<file path="src/osc_div_pkg.sv">
// Constants for the oscillator and clock divider block
package osc_div_pkg;

  // ----------------------------------------------------------------
  // Timing
  // ----------------------------------------------------------------
  localparam int CLK_MHZ = 200;
  localparam int OSC_MHZ = 12;
  localparam logic [8:0] OSC_STEP = 9'(2 * OSC_MHZ);
  localparam logic [8:0] OSC_MOD = 9'(CLK_MHZ);
  localparam logic [2:0] CONFIG_CLOCK_OUT_1M_HALF = 3'(OSC_MHZ / 2);
  localparam int POR_TICKS_DEF = 1024;
  localparam int CLEAR_TICKS_DEF = 256;

  // ----------------------------------------------------------------
  // Register map
  // ----------------------------------------------------------------
  localparam logic [7:0] CTRL_OFS = 8'h00;
  localparam logic [7:0] STATUS_OFS = 8'h04;
  localparam logic [7:0] COUNT_OFS = 8'h08;
  localparam int CTRL_SRC = 0;
  localparam int CTRL_RA_LO = 1;
  localparam int CTRL_RB_LO = 3;
  localparam int CTRL_CC_LO = 6;
  localparam int CTRL_MASTER = 8;
  localparam int CTRL_LOCK = 9;
  localparam logic [9:0] CTRL_RESET = 10'h000;

  // ----------------------------------------------------------------
  // Types
  // ----------------------------------------------------------------
  typedef enum logic [1:0]
  {
    PH_POR = 2'b00,
    PH_CLEAR = 2'b01,
    PH_RUN = 2'b10
  } phase_t;

endpackage : osc_div_pkg

</file>
<file path="src/internal_osc_clock_divider.sv">
// Internal oscillator, configuration clock and two-output clock divider
//
// Overview of operation
// - A 12 MHz oscillator times power-on, clearing and master config clock.
// - The config clock runs at 1, 6 or 12 MHz, 1 MHz after reset.
// - The divider counts either the internal oscillator or a user clock.
// - Output A is the source divided by 4, 16, 64 or 256 only.
// - Output B divides by 2, 8, 32, 128, 1024, 4096, 16384 or 65536.
// - Each output has its own ratio, fixed once configuration locks it.
// - The divider has an internal-oscillator and a user-clock variant.
//
// The implementer's own choices: the address map and register access over Wishbone.
`timescale 1ns/10ps
`default_nettype none

module internal_osc_clock_divider
  import osc_div_pkg::*;
#(
  parameter int POR_TICKS = osc_div_pkg::POR_TICKS_DEF,
  parameter int CLEAR_TICKS = osc_div_pkg::CLEAR_TICKS_DEF
)
(
  input wire logic clk_i, // 200 MHz system clock
  input wire logic rst_i, // Synchronous reset, active high
  input wire logic [7:0] adr_i, // Wishbone byte address
  input wire logic [31:0] dat_i, // Wishbone write data
  output logic [31:0] dat_o, // Wishbone read data
  input wire logic [3:0] sel_i, // Wishbone byte selects
  input wire logic we_i, // Wishbone write enable
  input wire logic cyc_i, // Wishbone cycle
  input wire logic stb_i, // Wishbone strobe
  output logic ack_o, // Wishbone acknowledge
  input wire logic user_clk_i, // User clock pin, asynchronous
  output logic div_out_a_o, // First divided output
  output logic div_out_b_o, // Second divided output
  output logic config_clock_out_o, // Config clock, master mode only
  output logic clear_busy_o, // Memory clearing in progress
  output logic por_done_o // Power-on timeout expired
);

  // ----------------------------------------------------------------
  // Helpers
  // ----------------------------------------------------------------
  // Counter bit for output A: ratio 4 is bit 1, then every second bit
  function automatic logic [3:0] bit_a(input logic [1:0] code);
    bit_a = {1'b0, code, 1'b1};
  endfunction : bit_a

  // Counter bit for output B; the table jumps a bit after 128
  function automatic logic [3:0] bit_b(input logic [2:0] code);
    logic [3:0] b;
    b = {code, 1'b0};
    if (code[2])
    begin
      b = b + 4'h1;
    end
    bit_b = b;
  endfunction : bit_b

  // ----------------------------------------------------------------
  // State
  // ----------------------------------------------------------------
  logic [8:0] osc_acc, next_osc_acc;
  logic osc_lvl, next_osc_lvl;
  logic osc_rise;
  logic us1, us2, us3, next_us1, next_us2, next_us3;
  logic user_lvl, next_user_lvl;
  logic user_rise;
  logic [15:0] count, next_count;
  logic [2:0] cc_cnt, next_cc_cnt;
  logic cc_lvl, next_cc_lvl;
  logic [9:0] ctrl, next_ctrl;
  phase_t phase, next_phase;
  logic [15:0] ph_cnt, next_ph_cnt;
  logic div_a, next_div_a, div_b, next_div_b, cco, next_cco;
  logic ack, next_ack;
  logic [31:0] rdata, next_rdata;
  logic src_tick;
  logic wr_ctrl;

  assign osc_rise = next_osc_lvl & ~osc_lvl;
  assign user_rise = next_user_lvl & ~user_lvl;
  // Source selection: user clock when the bit is set, oscillator otherwise
  assign src_tick = ctrl[CTRL_SRC] ? user_rise : osc_rise;
  assign wr_ctrl = cyc_i & stb_i & we_i & ~ack & (adr_i == CTRL_OFS);

  // ----------------------------------------------------------------
  // Oscillator and user clock
  // ----------------------------------------------------------------
  // Phase accumulator: 24 half periods per microsecond gives 12 MHz.
  // The edges jitter by one system clock since 200 is not a multiple.
  always_comb
  begin
    next_osc_acc = osc_acc + OSC_STEP;
    next_osc_lvl = osc_lvl;
    if (next_osc_acc >= OSC_MOD)
    begin
      next_osc_acc = next_osc_acc - OSC_MOD;
      next_osc_lvl = ~osc_lvl;
    end
    // Three stages; a level is taken only when stages two and three agree
    next_us1 = user_clk_i;
    next_us2 = us1;
    next_us3 = us2;
    next_user_lvl = (us2 == us3) ? us3 : user_lvl;
  end

  always_ff @(posedge clk_i)
  begin
    if (rst_i)
    begin
      osc_acc <= 9'h000;
      osc_lvl <= 1'b0;
      us1 <= 1'b0;
      us2 <= 1'b0;
      us3 <= 1'b0;
      user_lvl <= 1'b0;
    end
    else
    begin
      osc_acc <= next_osc_acc;
      osc_lvl <= next_osc_lvl;
      us1 <= next_us1;
      us2 <= next_us2;
      us3 <= next_us3;
      user_lvl <= next_user_lvl;
    end
  end

  // ----------------------------------------------------------------
  // Power-on timeout, memory clearing, config clock
  // ----------------------------------------------------------------
  // Both phases count oscillator periods, not system clocks
  always_comb
  begin
    next_phase = phase;
    next_ph_cnt = ph_cnt;
    if (osc_rise && phase != PH_RUN)
    begin
      next_ph_cnt = ph_cnt + 16'h0001;
      case (phase)
        PH_POR:
        begin
          if (ph_cnt == 16'(POR_TICKS - 1))
          begin
            next_phase = PH_CLEAR;
            next_ph_cnt = 16'h0000;
          end
        end
        PH_CLEAR:
        begin
          if (ph_cnt == 16'(CLEAR_TICKS - 1))
          begin
            next_phase = PH_RUN;
          end
        end
        default:
        begin
          next_phase = PH_RUN;
        end
      endcase
    end
    // Config clock: 12 MHz passes the oscillator, others toggle on rises
    next_cc_cnt = cc_cnt;
    next_cc_lvl = cc_lvl;
    case (ctrl[CTRL_CC_LO +: 2])
      2'b01:
      begin
        next_cc_lvl = osc_rise ? ~cc_lvl : cc_lvl;
      end
      2'b10:
      begin
        next_cc_lvl = next_osc_lvl;
      end
      default:
      begin
        // 1 MHz: toggle every six oscillator periods
        if (osc_rise)
        begin
          next_cc_cnt = cc_cnt + 3'h1;
          if (cc_cnt == CONFIG_CLOCK_OUT_1M_HALF - 3'h1)
          begin
            next_cc_cnt = 3'h0;
            next_cc_lvl = ~cc_lvl;
          end
        end
      end
    endcase
    next_cco = ctrl[CTRL_MASTER] & cc_lvl;
  end

  always_ff @(posedge clk_i)
  begin
    if (rst_i)
    begin
      phase <= PH_POR;
      ph_cnt <= 16'h0000;
      cc_cnt <= 3'h0;
      cc_lvl <= 1'b0;
      cco <= 1'b0;
    end
    else
    begin
      phase <= next_phase;
      ph_cnt <= next_ph_cnt;
      cc_cnt <= next_cc_cnt;
      cc_lvl <= next_cc_lvl;
      cco <= next_cco;
    end
  end

  // ----------------------------------------------------------------
  // Shared divider counter
  // ----------------------------------------------------------------
  // One counter serves both outputs, so they stay phase related
  always_comb
  begin
    next_count = src_tick ? count + 16'h0001 : count;
    next_div_a = count[bit_a(ctrl[CTRL_RA_LO +: 2])];
    next_div_b = count[bit_b(ctrl[CTRL_RB_LO +: 3])];
  end

  always_ff @(posedge clk_i)
  begin
    if (rst_i)
    begin
      count <= 16'h0000;
      div_a <= 1'b0;
      div_b <= 1'b0;
    end
    else
    begin
      count <= next_count;
      div_a <= next_div_a;
      div_b <= next_div_b;
    end
  end

  // ----------------------------------------------------------------
  // Wishbone slave
  // ----------------------------------------------------------------
  // Settings freeze once lock is written; only reset reopens them
  always_comb
  begin
    next_ctrl = ctrl;
    if (wr_ctrl && !ctrl[CTRL_LOCK])
    begin
      if (sel_i[0])
      begin
        next_ctrl[7:0] = dat_i[7:0];
      end
      if (sel_i[1])
      begin
        next_ctrl[9:8] = dat_i[9:8];
      end
    end
    next_ack = cyc_i & stb_i & ~ack;
    next_rdata = 32'h0000_0000;
    // Unmapped addresses still acknowledge, reading zero
    case (adr_i)
      CTRL_OFS:
      begin
        next_rdata = {22'h000000, ctrl};
      end
      STATUS_OFS:
      begin
        next_rdata = {26'h0000000, osc_lvl, div_b, div_a,
                      cc_lvl, clear_busy_o, por_done_o};
      end
      COUNT_OFS:
      begin
        next_rdata = {16'h0000, count};
      end
      default:
      begin
        next_rdata = 32'h0000_0000;
      end
    endcase
  end

  always_ff @(posedge clk_i)
  begin
    if (rst_i)
    begin
      ctrl <= CTRL_RESET;
      ack <= 1'b0;
      rdata <= 32'h0000_0000;
    end
    else
    begin
      ctrl <= next_ctrl;
      ack <= next_ack;
      rdata <= next_rdata;
    end
  end

  // ----------------------------------------------------------------
  // Outputs
  // ----------------------------------------------------------------
  assign ack_o = ack;
  assign dat_o = rdata;
  assign div_out_a_o = div_a;
  assign div_out_b_o = div_b;
  assign config_clock_out_o = cco;
  assign clear_busy_o = (phase == PH_CLEAR);
  assign por_done_o = (phase != PH_POR);

endmodule : internal_osc_clock_divider

`default_nettype wire

</file>
<file path="config.mk">
export PLATFORM = sky130hd
export DESIGN_NAME = internal_osc_clock_divider
export DESIGN_NICKNAME = d
export VERILOG_FILES = /design/src/osc_div_pkg.sv /design/src/internal_osc_clock_divider.sv
export SDC_FILE = /design/constraint.sdc
export NUM_CORES = 1
export LEC_CHECK = 0
export ABC_AREA = 1
export BUFFER_PORTS_ARGS = -buffer_cell sky130_fd_sc_hd__buf_4
export CAP_MARGIN = 20
export CELL_PAD_IN_SITES_DETAIL_PLACEMENT = 1
export CELL_PAD_IN_SITES_GLOBAL_PLACEMENT = 1
export CORE_MARGIN = 1.5
export CORE_UTILIZATION = 38
export DETAILED_ROUTE_END_ITERATION = 16
export PLACE_DENSITY_LB_ADDON = 0.1
export SETUP_SLACK_MARGIN = 0.4
export SYNTH_ARGS = -nofsm -noshare
export SYNTH_HDL_FRONTEND = slang
export SYNTH_SLANG_ARGS = --single-unit
export TNS_END_PERCENT = 20
</file>
<file path="constraint.sdc">
create_clock -name clk_i -period 2.7 [get_ports clk_i]
set_clock_uncertainty 0.05 [all_clocks]
set_input_delay 0.27 -clock clk_i [delete_from_list [all_inputs] [get_ports clk_i]]
set_output_delay 0.27 -clock clk_i [all_outputs]
set_load 0.05 [all_outputs]
</file>
## Word level (Yosys, flattened, before mapping)

Cells that the tools add are included.

- Register bits: 98
- Input port bits: 50
- Output and inout bits: 38
- Word-level logic and storage cells: 87

- Add/sub/neg operators: 6
- Order comparisons: 3
- Eq/ne operators: 13
- Mux-type cells: 20
- Bitwise operators: 13
- Reductions and logical operators: 14

Operator list:

| kind | count |
|---|---|
| $pmux W16 S3 | 1 |
| $add A16 B1 Y16 const B | 2 |
| $mux W16 | 2 |
| $eq A16 B10 Y1 const B | 1 |
| $eq A16 B8 Y1 const B | 1 |
| $add A9 B5 Y9 const B | 1 |
| $ge A9 B8 Y1 const B | 1 |
| $mux W9 | 1 |
| $sub A9 B8 Y9 const B | 1 |
| $and A1 B1 Y1 | 8 |
| $eq A8 B3 Y1 const B | 1 |
| $eq A8 B4 Y1 const B | 1 |
| $logic_not A8 Y1 | 1 |
| $mux W1 | 8 |
| $ne A2 B2 Y1 const B | 3 |
| $reduce_and A2 Y1 | 3 |
| $reduce_and A3 Y1 | 2 |
| $lt A3 B5 Y1 const B | 1 |
| $lt A4 B5 Y1 const B | 1 |
| $not A1 Y1 | 5 |
| $add A4 B1 Y4 const B | 1 |
| $bmux W1 S4 | 1 |
| $eq A2 B1 Y1 const B | 2 |
| $mux W2 | 2 |
| other kinds (16) | 18 |

## Logic depth before layout (Yosys ltp)

Gate-level depths: netlist of run 1.

- Depth after elaboration: 6
- Gate-level depth with buffers: 17

## Least setup slack after synthesis of run 1

OpenSTA, ideal clock, no wires.

- Kind: register -> register
- From: register osc_acc[3]
- To: register count[9]
- Setup time: 116 ps
- Arrival time: 2253 ps
- Data required time: 2534 ps
- Path slack: 282 ps
- Cell stages (with the launch flop): 15
- Buffers on the path: 1
- Clock period less this slack: 2418 ps
- Cells stage by stage: dfxtp_1 > inv_2 > ha_1 > o21bai_2 > nand2_2 > nor2_8 > nand2_4 > nand2_4 > ha_1 > nand2_1 > nand2_1 > clkbuf_1 > nand4_1 > o21ai_0 > nor2_1

- Word-level cells in the longest chain between the ends: 5

RTL lines:

| element | line | RTL |
|---|---|---|
| start: declaration | internal_osc_clock_divider.sv:63 | `logic [8:0] osc_acc, next_osc_acc;` |
| start signal: assignment | internal_osc_clock_divider.sv:121 | `osc_acc <= next_osc_acc;` |
| $add A9 B5 Y9 | internal_osc_clock_divider.sv:94 | `next_osc_acc = osc_acc + OSC_STEP;` |
| $ge A9 B8 Y1 | internal_osc_clock_divider.sv:96 | `if (next_osc_acc >= OSC_MOD)` |
| $mux W1 | internal_osc_clock_divider.sv:96 |  |
| $and A1 B1 Y1 | internal_osc_clock_divider.sv:81 | `assign osc_rise = next_osc_lvl & ~osc_lvl;` |
| $mux W1 | internal_osc_clock_divider.sv:84 | `assign src_tick = ctrl[CTRL_SRC] ? user_rise : osc_rise;` |
| end signal: assignment | internal_osc_clock_divider.sv:233 | `count <= next_count;` |
| end: declaration | internal_osc_clock_divider.sv:69 | `logic [15:0] count, next_count;` |

No other way between the ends.
A chain may end at the register's enable or synchronous reset.

## Worst setup path after layout of run 1

- From: register osc_acc[4]
- To: register count[15]

Same word-level chain as after synthesis.

==> metrics.md, run 1 <==
| Metric | Value |
|---|---|
| Post-synth EDFFs | `0` |
| Tmin final | `2.21 ns` |
| Crit-path max FO | `7` |
| Final Cycle Share | `81.7%` |
| Final Cell Area | `0.00479 sq mm` |
| Die width | `105 microns` |
| Vias in the first global route | `3769` |
| Fillcell total | `1348` |
| Nets | `689` |
| Max-cap viol count | `0` |
| Routability cong. | `0.828` |
| Via-per-instance ratio | `4.83` |
| Mapped cell area | `0.00398 sq mm` |
| Post-DR wirelength/cell | `13.5 microns` |
| DP HPWL | `7.83 mm` |
| Critical Path Source Type | `flop` |
| Die Area | `0.0111 sq mm` |
| Via count | `3727` |
| Register area share after synthesis | `39.7%` |
| Flop pwr share | `47.5%` |
| Yosys top cell area share | `39.7%` |
| Number of DRC markers in iteration 0 | `58` |
| Final Util | `46.9%` |
| Critical path required time | `2.91 ns` |
| Worst path arrival time | `2.42 ns` |
| Total CTS buffers | `9` |
| Core area | `0.0102 sq mm` |
| Synth warn | `0` |
| Status | `completed` |
| Top sig layer | `met4` |
| Leak | `0.00204 uW` |
| Max clock buf depth | `2` |
| Htree depth | `3` |
| Worst-path clk slew | `0.09 ns` |
| Setup TNS | `0 ns` |
| Post-synth ARST share | `0%` |
| Num rows | `37` |
| Clk_lat worst skew | `0.36 ns` |
| I/O Buffers | `47` |
| Routed length on met2 | `5.57 mm` |
| VDD IR-drop max | `362 uV` |
| Critical path type | `reg2reg` |
| Register bit total from synthesis | `79` |
| Post-synth top area cell | `dfxtp_1` |
| Pre-Repair DR Iteration Count | `4` |
| Power per standard cell area | `550 mW/mm^2` |
| Remaining global-route overflow | `0` |
| Antenna violations before repair | `0` |
| Switching share of power | `32.9%` |
| DRC viols | `0` |
| Fin Hold WS | `0.0564 ns` |
| Fmax | `453 MHz` |
| HP Class | `in2reg` |
| Largest net degree at the start of global routing | `33` |
| Placed instance area | `0.00447 sq mm` |
| Synth-to-layout area growth | `20.5%` |
| Switching power | `867 uW` |
| I/O Pins | `88` |
| CTS sink count | `79` |
| Largest cells by area after synthesis | `dfxtp_1, nand2_1, inv_1, nor2_1, a21oi_1` |
| CTS Hold Bufs | `0` |
| Logic gate share of total power | `21.3%` |
| Post-synthesis cell count | `570` |
| WL final | `10.4 mm` |
| CTS tree | `built` |
| Met3 routed WL | `243 microns` |
| Root Buffer | `clkbuf_8` |
| Clock power frac | `31.3%` |
| Top_reg_cell synth | `dfxtp_1` |
| Final Hold Fails | `0` |
| M1 WL | `4.47 mm` |
| First-pass GRT wire length | `17.4 mm` |
| Gr usage total | `19.6%` |
| R2R setup slack | `0.49 ns` |
| Cell Int Power | `1770 uW` |
| Final Slew Violations | `0` |
| Mean Syn Cell Area | `6.98 sq um` |
| Library cells used by synthesis | `37` |
| DRT antenna net count | `0` |
| Crit. End Element | `flop` |
| RSZ-0062 raised after global routing | `false` |
| Final setup viols | `0` |
| Initial Utilization | `38.9%` |
| Layout cells sized above 1 | `19.2%` |
| Height of the die | `105 microns` |
| N_diodes | `0` |
| Pwr Total | `2640 uW` |
[per-layer routing]
layer / vias to the layer above / global-route usage, %
met4: 0 / 6.07
met2: 40 / 36.6
met5: - / 0
met1: 1757 / 22.3
li1: 1920 / -
met3: 10 / 3.77
[power groups by stage]
| stage | Sequential, uW | Combinational, uW | Clock (uW) |
|---|---|---|---|
| 5_1_grt | 1260 | 619 | 907 |
| 3_3_place_gp | 1270 | 465 | 0 |
| 6_report | 1250 | 560 | 824 |
| 3_5_place_dp | 1270 | 484 | 0 |
| 2_1_floorplan | 1270 | 365 | 0 |
| 4_1_cts | 1250 | 518 | 858 |
[cell usage after synthesis, drive strengths merged, types with 3 or more instances]
library cell	number
inv	79
ha	8
o21ai	28
xnor2	3
clkbuf	7
nor2	80
nor3	24
dfxtp	79
buf	21
nand4	17
nand2	126
nand3	38
xor2	3
a21oi	42
[cell type report]
class	count	area [sq um]	area share, %
clock buffer	9	124	2.58
clock inverter	7	55.1	1.15
inverter	79	304	6.34
multi-input combinational	399	2060	43.0
sequential	79	1590	33.1
tap	136	170	3.55
timing repair buffer	63	493	10.3
[per-stage QoR]
| stage | worst slack [ns] | std cells |
|---|---|---|
| 2_1_floorplan | 0.415 | 585 |
| 3_3_place_gp | 0.198 | 751 |
| 3_5_place_dp | 0.0842 | 751 |
| 4_1_cts | 0.410 | 768 |
| 5_1_grt | 0.386 | 772 |
| 6_report | 0.494 | 772 |
[kinds of logic after synthesis]
kind of cell             synth area share, %
AND/OR/NAND/NOR                         33.0
flip-flops                              39.7
multiplexers                           0.252
XOR/XNOR                                1.32
AO/OA/AOI/OAI                           11.0
other                                 0.0942
buffers and inverters                   12.1
adder cells (fa/ha/maj)                 2.52
[registers in the layout, indices dropped and copies added, names as in the netlist, 2 cells and up]
signal	cells
count	16
dat_o	16
ph_cnt	16
ctrl	10
osc_acc	6
cc_cnt	3
phase	2
[cells in the final DEF, fill, tap and decap left out, types with 3 or more instances in the layout]
master,Yosys,final
xnor2_1,3,3
buf_4,16,60
nand3_1,36,33
nand2_2,7,7
nand2_1,115,111
nor2_1,76,73
nand4_1,17,17
o21ai_1,0,3
nand3_2,1,4
conb_1,1,16
inv_1,78,75
a21oi_1,41,41
dfxtp_2,0,3
inv_6,0,3
clkbuf_8,0,9
dfxtp_1,79,75
clkinvlp_4,0,5
nor2_2,3,5
ha_1,8,6
nand2_4,4,8
xor2_1,3,3
nor3_1,22,22
o21ai_0,28,24
[final timing paths]
path,from,end,cells past startpoint
hold reg to reg,next_us2,next_us3,2
setup / recovery,osc_acc[4],count[15],17
setup reg to reg,osc_acc[4],count[15],17
hold / removal,user_clk_i,next_us2,3
[repair_timing]
action	CTS	global route
endpoints found under the setup margin	36	33
buffers inserted	1	4
pin swaps	0	6
gates resized for setup	12	24
[worst max-delay path: stages, from the launching register on]
cell and delay, ns:
dfxtp_2 0.36, inv_4 0.05, ha_4 0.17, inv_1 0.07, nand2_1 0.06, nand2_2 0.10, nand2_4 0.06, or2_4 0.24
nand2_4 0.08, nand2_4 0.05, ha_4 0.19, nand2_2 0.09, nand2_4 0.08, buf_4 0.17, nand4_1 0.12, nand2_1 0.07
nand2_1 0.06, nor2_1 0.04
Note: power is estimated with default switching activity, not from simulation.
==> run 2: changes to the inputs <==
--- a/config.mk
+++ b/config.mk
@@ -5,13 +5,13 @@
 export SDC_FILE = /design/constraint.sdc
 export NUM_CORES = 1
 export LEC_CHECK = 0
-export ABC_AREA = 1
+export ABC_AREA = 0
 export BUFFER_PORTS_ARGS = -buffer_cell sky130_fd_sc_hd__buf_4
 export CAP_MARGIN = 20
 export CELL_PAD_IN_SITES_DETAIL_PLACEMENT = 1
 export CELL_PAD_IN_SITES_GLOBAL_PLACEMENT = 1
 export CORE_MARGIN = 1.5
-export CORE_UTILIZATION = 38
+export CORE_UTILIZATION = 36
 export DETAILED_ROUTE_END_ITERATION = 16
 export PLACE_DENSITY_LB_ADDON = 0.1
 export SETUP_SLACK_MARGIN = 0.4
==> constraint.sdc (replaced) <==
create_clock -name clk_i -period 1.8 [get_ports clk_i]
set_clock_uncertainty 0.05 [all_clocks]
set_input_delay 0.18 -clock clk_i [delete_from_list [all_inputs] [get_ports clk_i]]
set_output_delay 0.18 -clock clk_i [all_outputs]
set_load 0.05 [all_outputs]
==> run 2 against run 1 <==
The flow now finishes with violations (setup timing). Register-to-register slack worse by 1.1 ns. Largest cell class unchanged. Via count is 10% lower. Area after synthesis is 5.1% lower. Non-clock buffer count is 47 higher.
==> metrics.md, run 2 <==
| Metric | Value |
|---|---|
| Post-synth top area cell | `dfxtp_1` |
| Synth warn | `0 (unchanged)` |
| Critical path required time | `2.01 ns (-0.90 ns)` |
| Crit. End Element | `flop` |
| First-pass GRT wire length | `18.0 mm (+3.8%)` |
| Crit path top cell by count | `ha_4` |
| CTS sink count | `79 (unchanged)` |
| DRC viols | `0 (unchanged)` |
| Leak | `0.00199 uW (-2.5%)` |
| Largest cells by area after synthesis | `dfxtp_1, nor2_1, xnor2_1, a21oi_1, xor2_1` |
| Max clock buf depth | `2 (unchanged)` |
| Worst path arrival time | `2.64 ns (+0.22 ns)` |
| Nets | `593 (-14%)` |
| DP HPWL | `7.67 mm (-2.1%)` |
| Vias in the first global route | `3587 (-4.8%)` |
| Yosys top cell area share | `41.9% (+2.1 points)` |
| Crit path largest cell delay | `0.37 ns (about the same)` |
| Die Area | `0.0111 sq mm (+0.17%)` |
| Num rows | `37 (unchanged)` |
| Inst Count DP | `649 (-14%)` |
| N_diodes | `0 (unchanged)` |
| Library cells used by synthesis | `47 (+27%)` |
| Register area share after synthesis | `41.9% (+2.1 points)` |
| Final Slew Violations | `0 (unchanged)` |
| Number of DRC markers in iteration 0 | `94 (+62%)` |
| VDD IR-drop max | `298 uV (-18%)` |
| Largest net degree at the start of global routing | `26 (-21%)` |
| Total CTS buffers | `9 (unchanged)` |
| Remaining global-route overflow | `0 (unchanged)` |
| WL final | `10.9 mm (+5.1%)` |
| I/O Buffers | `47 (unchanged)` |
| Critical Path, Cell by Cell | `inv_4 > ha_4 > nor3b_4 > o2111ai_4 > a21oi_2 > nand2b_4 > ha_4 > nor2b_4 > nor2_2 > nor4b_2 > xnor2_1 > nor2_1` |
| Top cells by count, synth | `dfxtp_1, nor2_1, nand2_1` |
| Initial Utilization | `36.9% (-2.0 points)` |
| DRT antenna net count | `0 (unchanged)` |
| Commonest non-fill, non-tap cell in the layout | `buf_4` |
| Pwr Total | `3690 uW (+40%)` |
| Most frequent cells in the layout | `buf_4, dfxtp_1, nor2_1, nand2_1, a21oi_1` |
| Top_reg_cell synth | `dfxtp_1` |
| Antenna violations before repair | `0 (unchanged)` |
| Via count | `3351 (-10%)` |
| Post-synth ARST share | `0% (unchanged)` |
| Htree depth | `3 (unchanged)` |
| Crit-path max FO | `5 (-2)` |
| Post-synthesis cell count | `431 (-24%)` |
| I/O Pins | `88 (unchanged)` |
| Height of the die | `105 microns (about the same)` |
| Critical Path Source Type | `flop` |
| Post-synth EDFFs | `0 (unchanged)` |
| Fmax | `411 MHz (-9.4%)` |
| CTS tree | `built` |
| Power per standard cell area | `701 mW/mm^2 (+27%)` |
| Root Buffer | `clkbuf_8` |
| Final Hold Fails | `0 (unchanged)` |
| Final setup viols | `42 (+42)` |
| Final Cell Area | `0.00527 sq mm (+9.8%)` |
| Rel. slew slack | `62.6%` |
| Post-DR wirelength/cell | `16.2 microns (+20%)` |
| Via-per-instance ratio | `4.96 (+2.7%)` |
| Worst Max-Slew Pin Slew | `0.557 ns` |
| Mapped cell area | `0.00378 sq mm (-5.1%)` |
| Routability cong. | `0.782 (-5.5%)` |
| Tmin final | `2.44 ns (+0.230 ns)` |
| RSZ-0062 raised after global routing | `true` |
| Register bit total from synthesis | `79 (unchanged)` |
| Layout cells sized above 1 | `39.4% (+20 points)` |
| Clk_lat worst skew | `0.37 ns (about the same)` |
| Core area | `0.0102 sq mm (unchanged)` |
| Worst-path clk slew | `0.09 ns (about the same)` |
| Final Util | `51.5% (+4.6 points)` |
| Status | `complete, but fails checks` |
| Critical path type | `reg2reg` |
| Pre-Repair DR Iteration Count | `4 (unchanged)` |
| Mean Syn Cell Area | `8.76 sq um (+26%)` |
| Count leader, synth | `dfxtp_1` |
| Post-Layout Cell Count | `676 (-12%)` |
| Max-cap viol count | `0 (unchanged)` |
| Failing checks | `setup timing` |
| Die width | `105 microns (about the same)` |
| Final Cycle Share | `135% (+54 points)` |
| HP Class | `in2reg` |
| Placed instance area | `0.00463 sq mm (+3.6%)` |
| CP max-delay cell | `dfxtp_4` |
| Post-route setup slack | `-0.636 ns (-1.13 ns)` |
| Gr usage total | `20.8% (+1.2 points)` |
| Synth-to-layout area growth | `39.5%` |
run 2: cell type report:
| type | count | area, sq um |
|---|---|---|
| multi-input combinational | 323 | 2390 |
| sequential | 79 | 1600 |
| clock inverter | 4 | 27.5 |
| clock buffer | 12 | 155 |
| timing repair buffer | 110 | 871 |
| tap | 136 | 170 |
| inverter | 12 | 50.0 |
| fill | 1198 | 4960 |
run 2: metrics by stage:
step	worst slack (ns)	setup TNS, ns	hold slack (ns)
6_report	-0.636	-18.60	0.0222
5_1_grt	-0.766	-23.95	0.0261
4_1_cts	-0.553	-15.58	0.00760
3_5_place_dp	-0.735	-20.48	0.347
3_3_place_gp	-0.632	-17.73	0.349
2_1_floorplan	-0.620	-15.00	0.258
run 2: timing repair:
| action | CTS | global route |
|---|---|---|
| endpoints found under the setup margin | 58 | 66 |
| buffers inserted | 8 | 2 |
| hold endpoints to repair | 1 | 0 |
| cloned | 0 | 0 |
| pin swaps | 44 | 8 |
| resized for setup | 63 | 20 |
| hold buffers | 1 | 0 |
run 2: worst max-delay path: cells and delay by family (launching register included):
family | cells | cell delay (ns)
adders and majority gates | 2 | 0.31
and+or+nand+nor | 6 | 1.06
xor gates and xnor gates | 1 | 0.16
AOI/OAI and AO/OA | 2 | 0.34
buffers and inverters | 1 | 0.04
DFF | 1 | 0.37
run 2: logic make-up (layout without fill, tap and decap cells):
| logic type | after synthesis | in the layout | synth area share [%] |
|---|---|---|---|
| AO/OA/AOI/OAI | 57 | 57 | 9.05 |
| AND/OR/NAND/NOR | 193 | 193 | 26.8 |
| buffers and inverters | 44 | 138 | 6.59 |
| multiplexers | 16 | 16 | 5.30 |
| adder cells (fa/ha/maj) | 8 | 8 | 2.65 |
| flip-flops | 79 | 79 | 41.9 |
| other | 1 | 16 | 0.0993 |
| XOR/XNOR | 33 | 33 | 7.65 |
run 2: report_power, final:
part	internal, uW	switching [uW]
combinational	267	340
clock	581	692
sequential	1770	36.9
total	2620	1070
run 2: path summary, 6_finish.rpt:
| path | start | end | slack, ns | depth (start not counted) |
|---|---|---|---|---|
| max | osc_acc[4] | count[13] | -0.64 | 12 |
| min | dat_i[3] | ctrl[3] | 0.02 | 3 |
| max reg2reg | osc_acc[4] | count[13] | -0.64 | 12 |
| min reg2reg | next_us2 | next_us3 | 0.41 | 1 |
run 2: layer usage:
metal	vias up	GRT usage [%]	wire length, microns
li1	1652	-	-
met5	-	0	0
met1	1620	26.2	4910
met4	0	7.34	149
met3	11	3.96	373
met2	68	35.3	5480
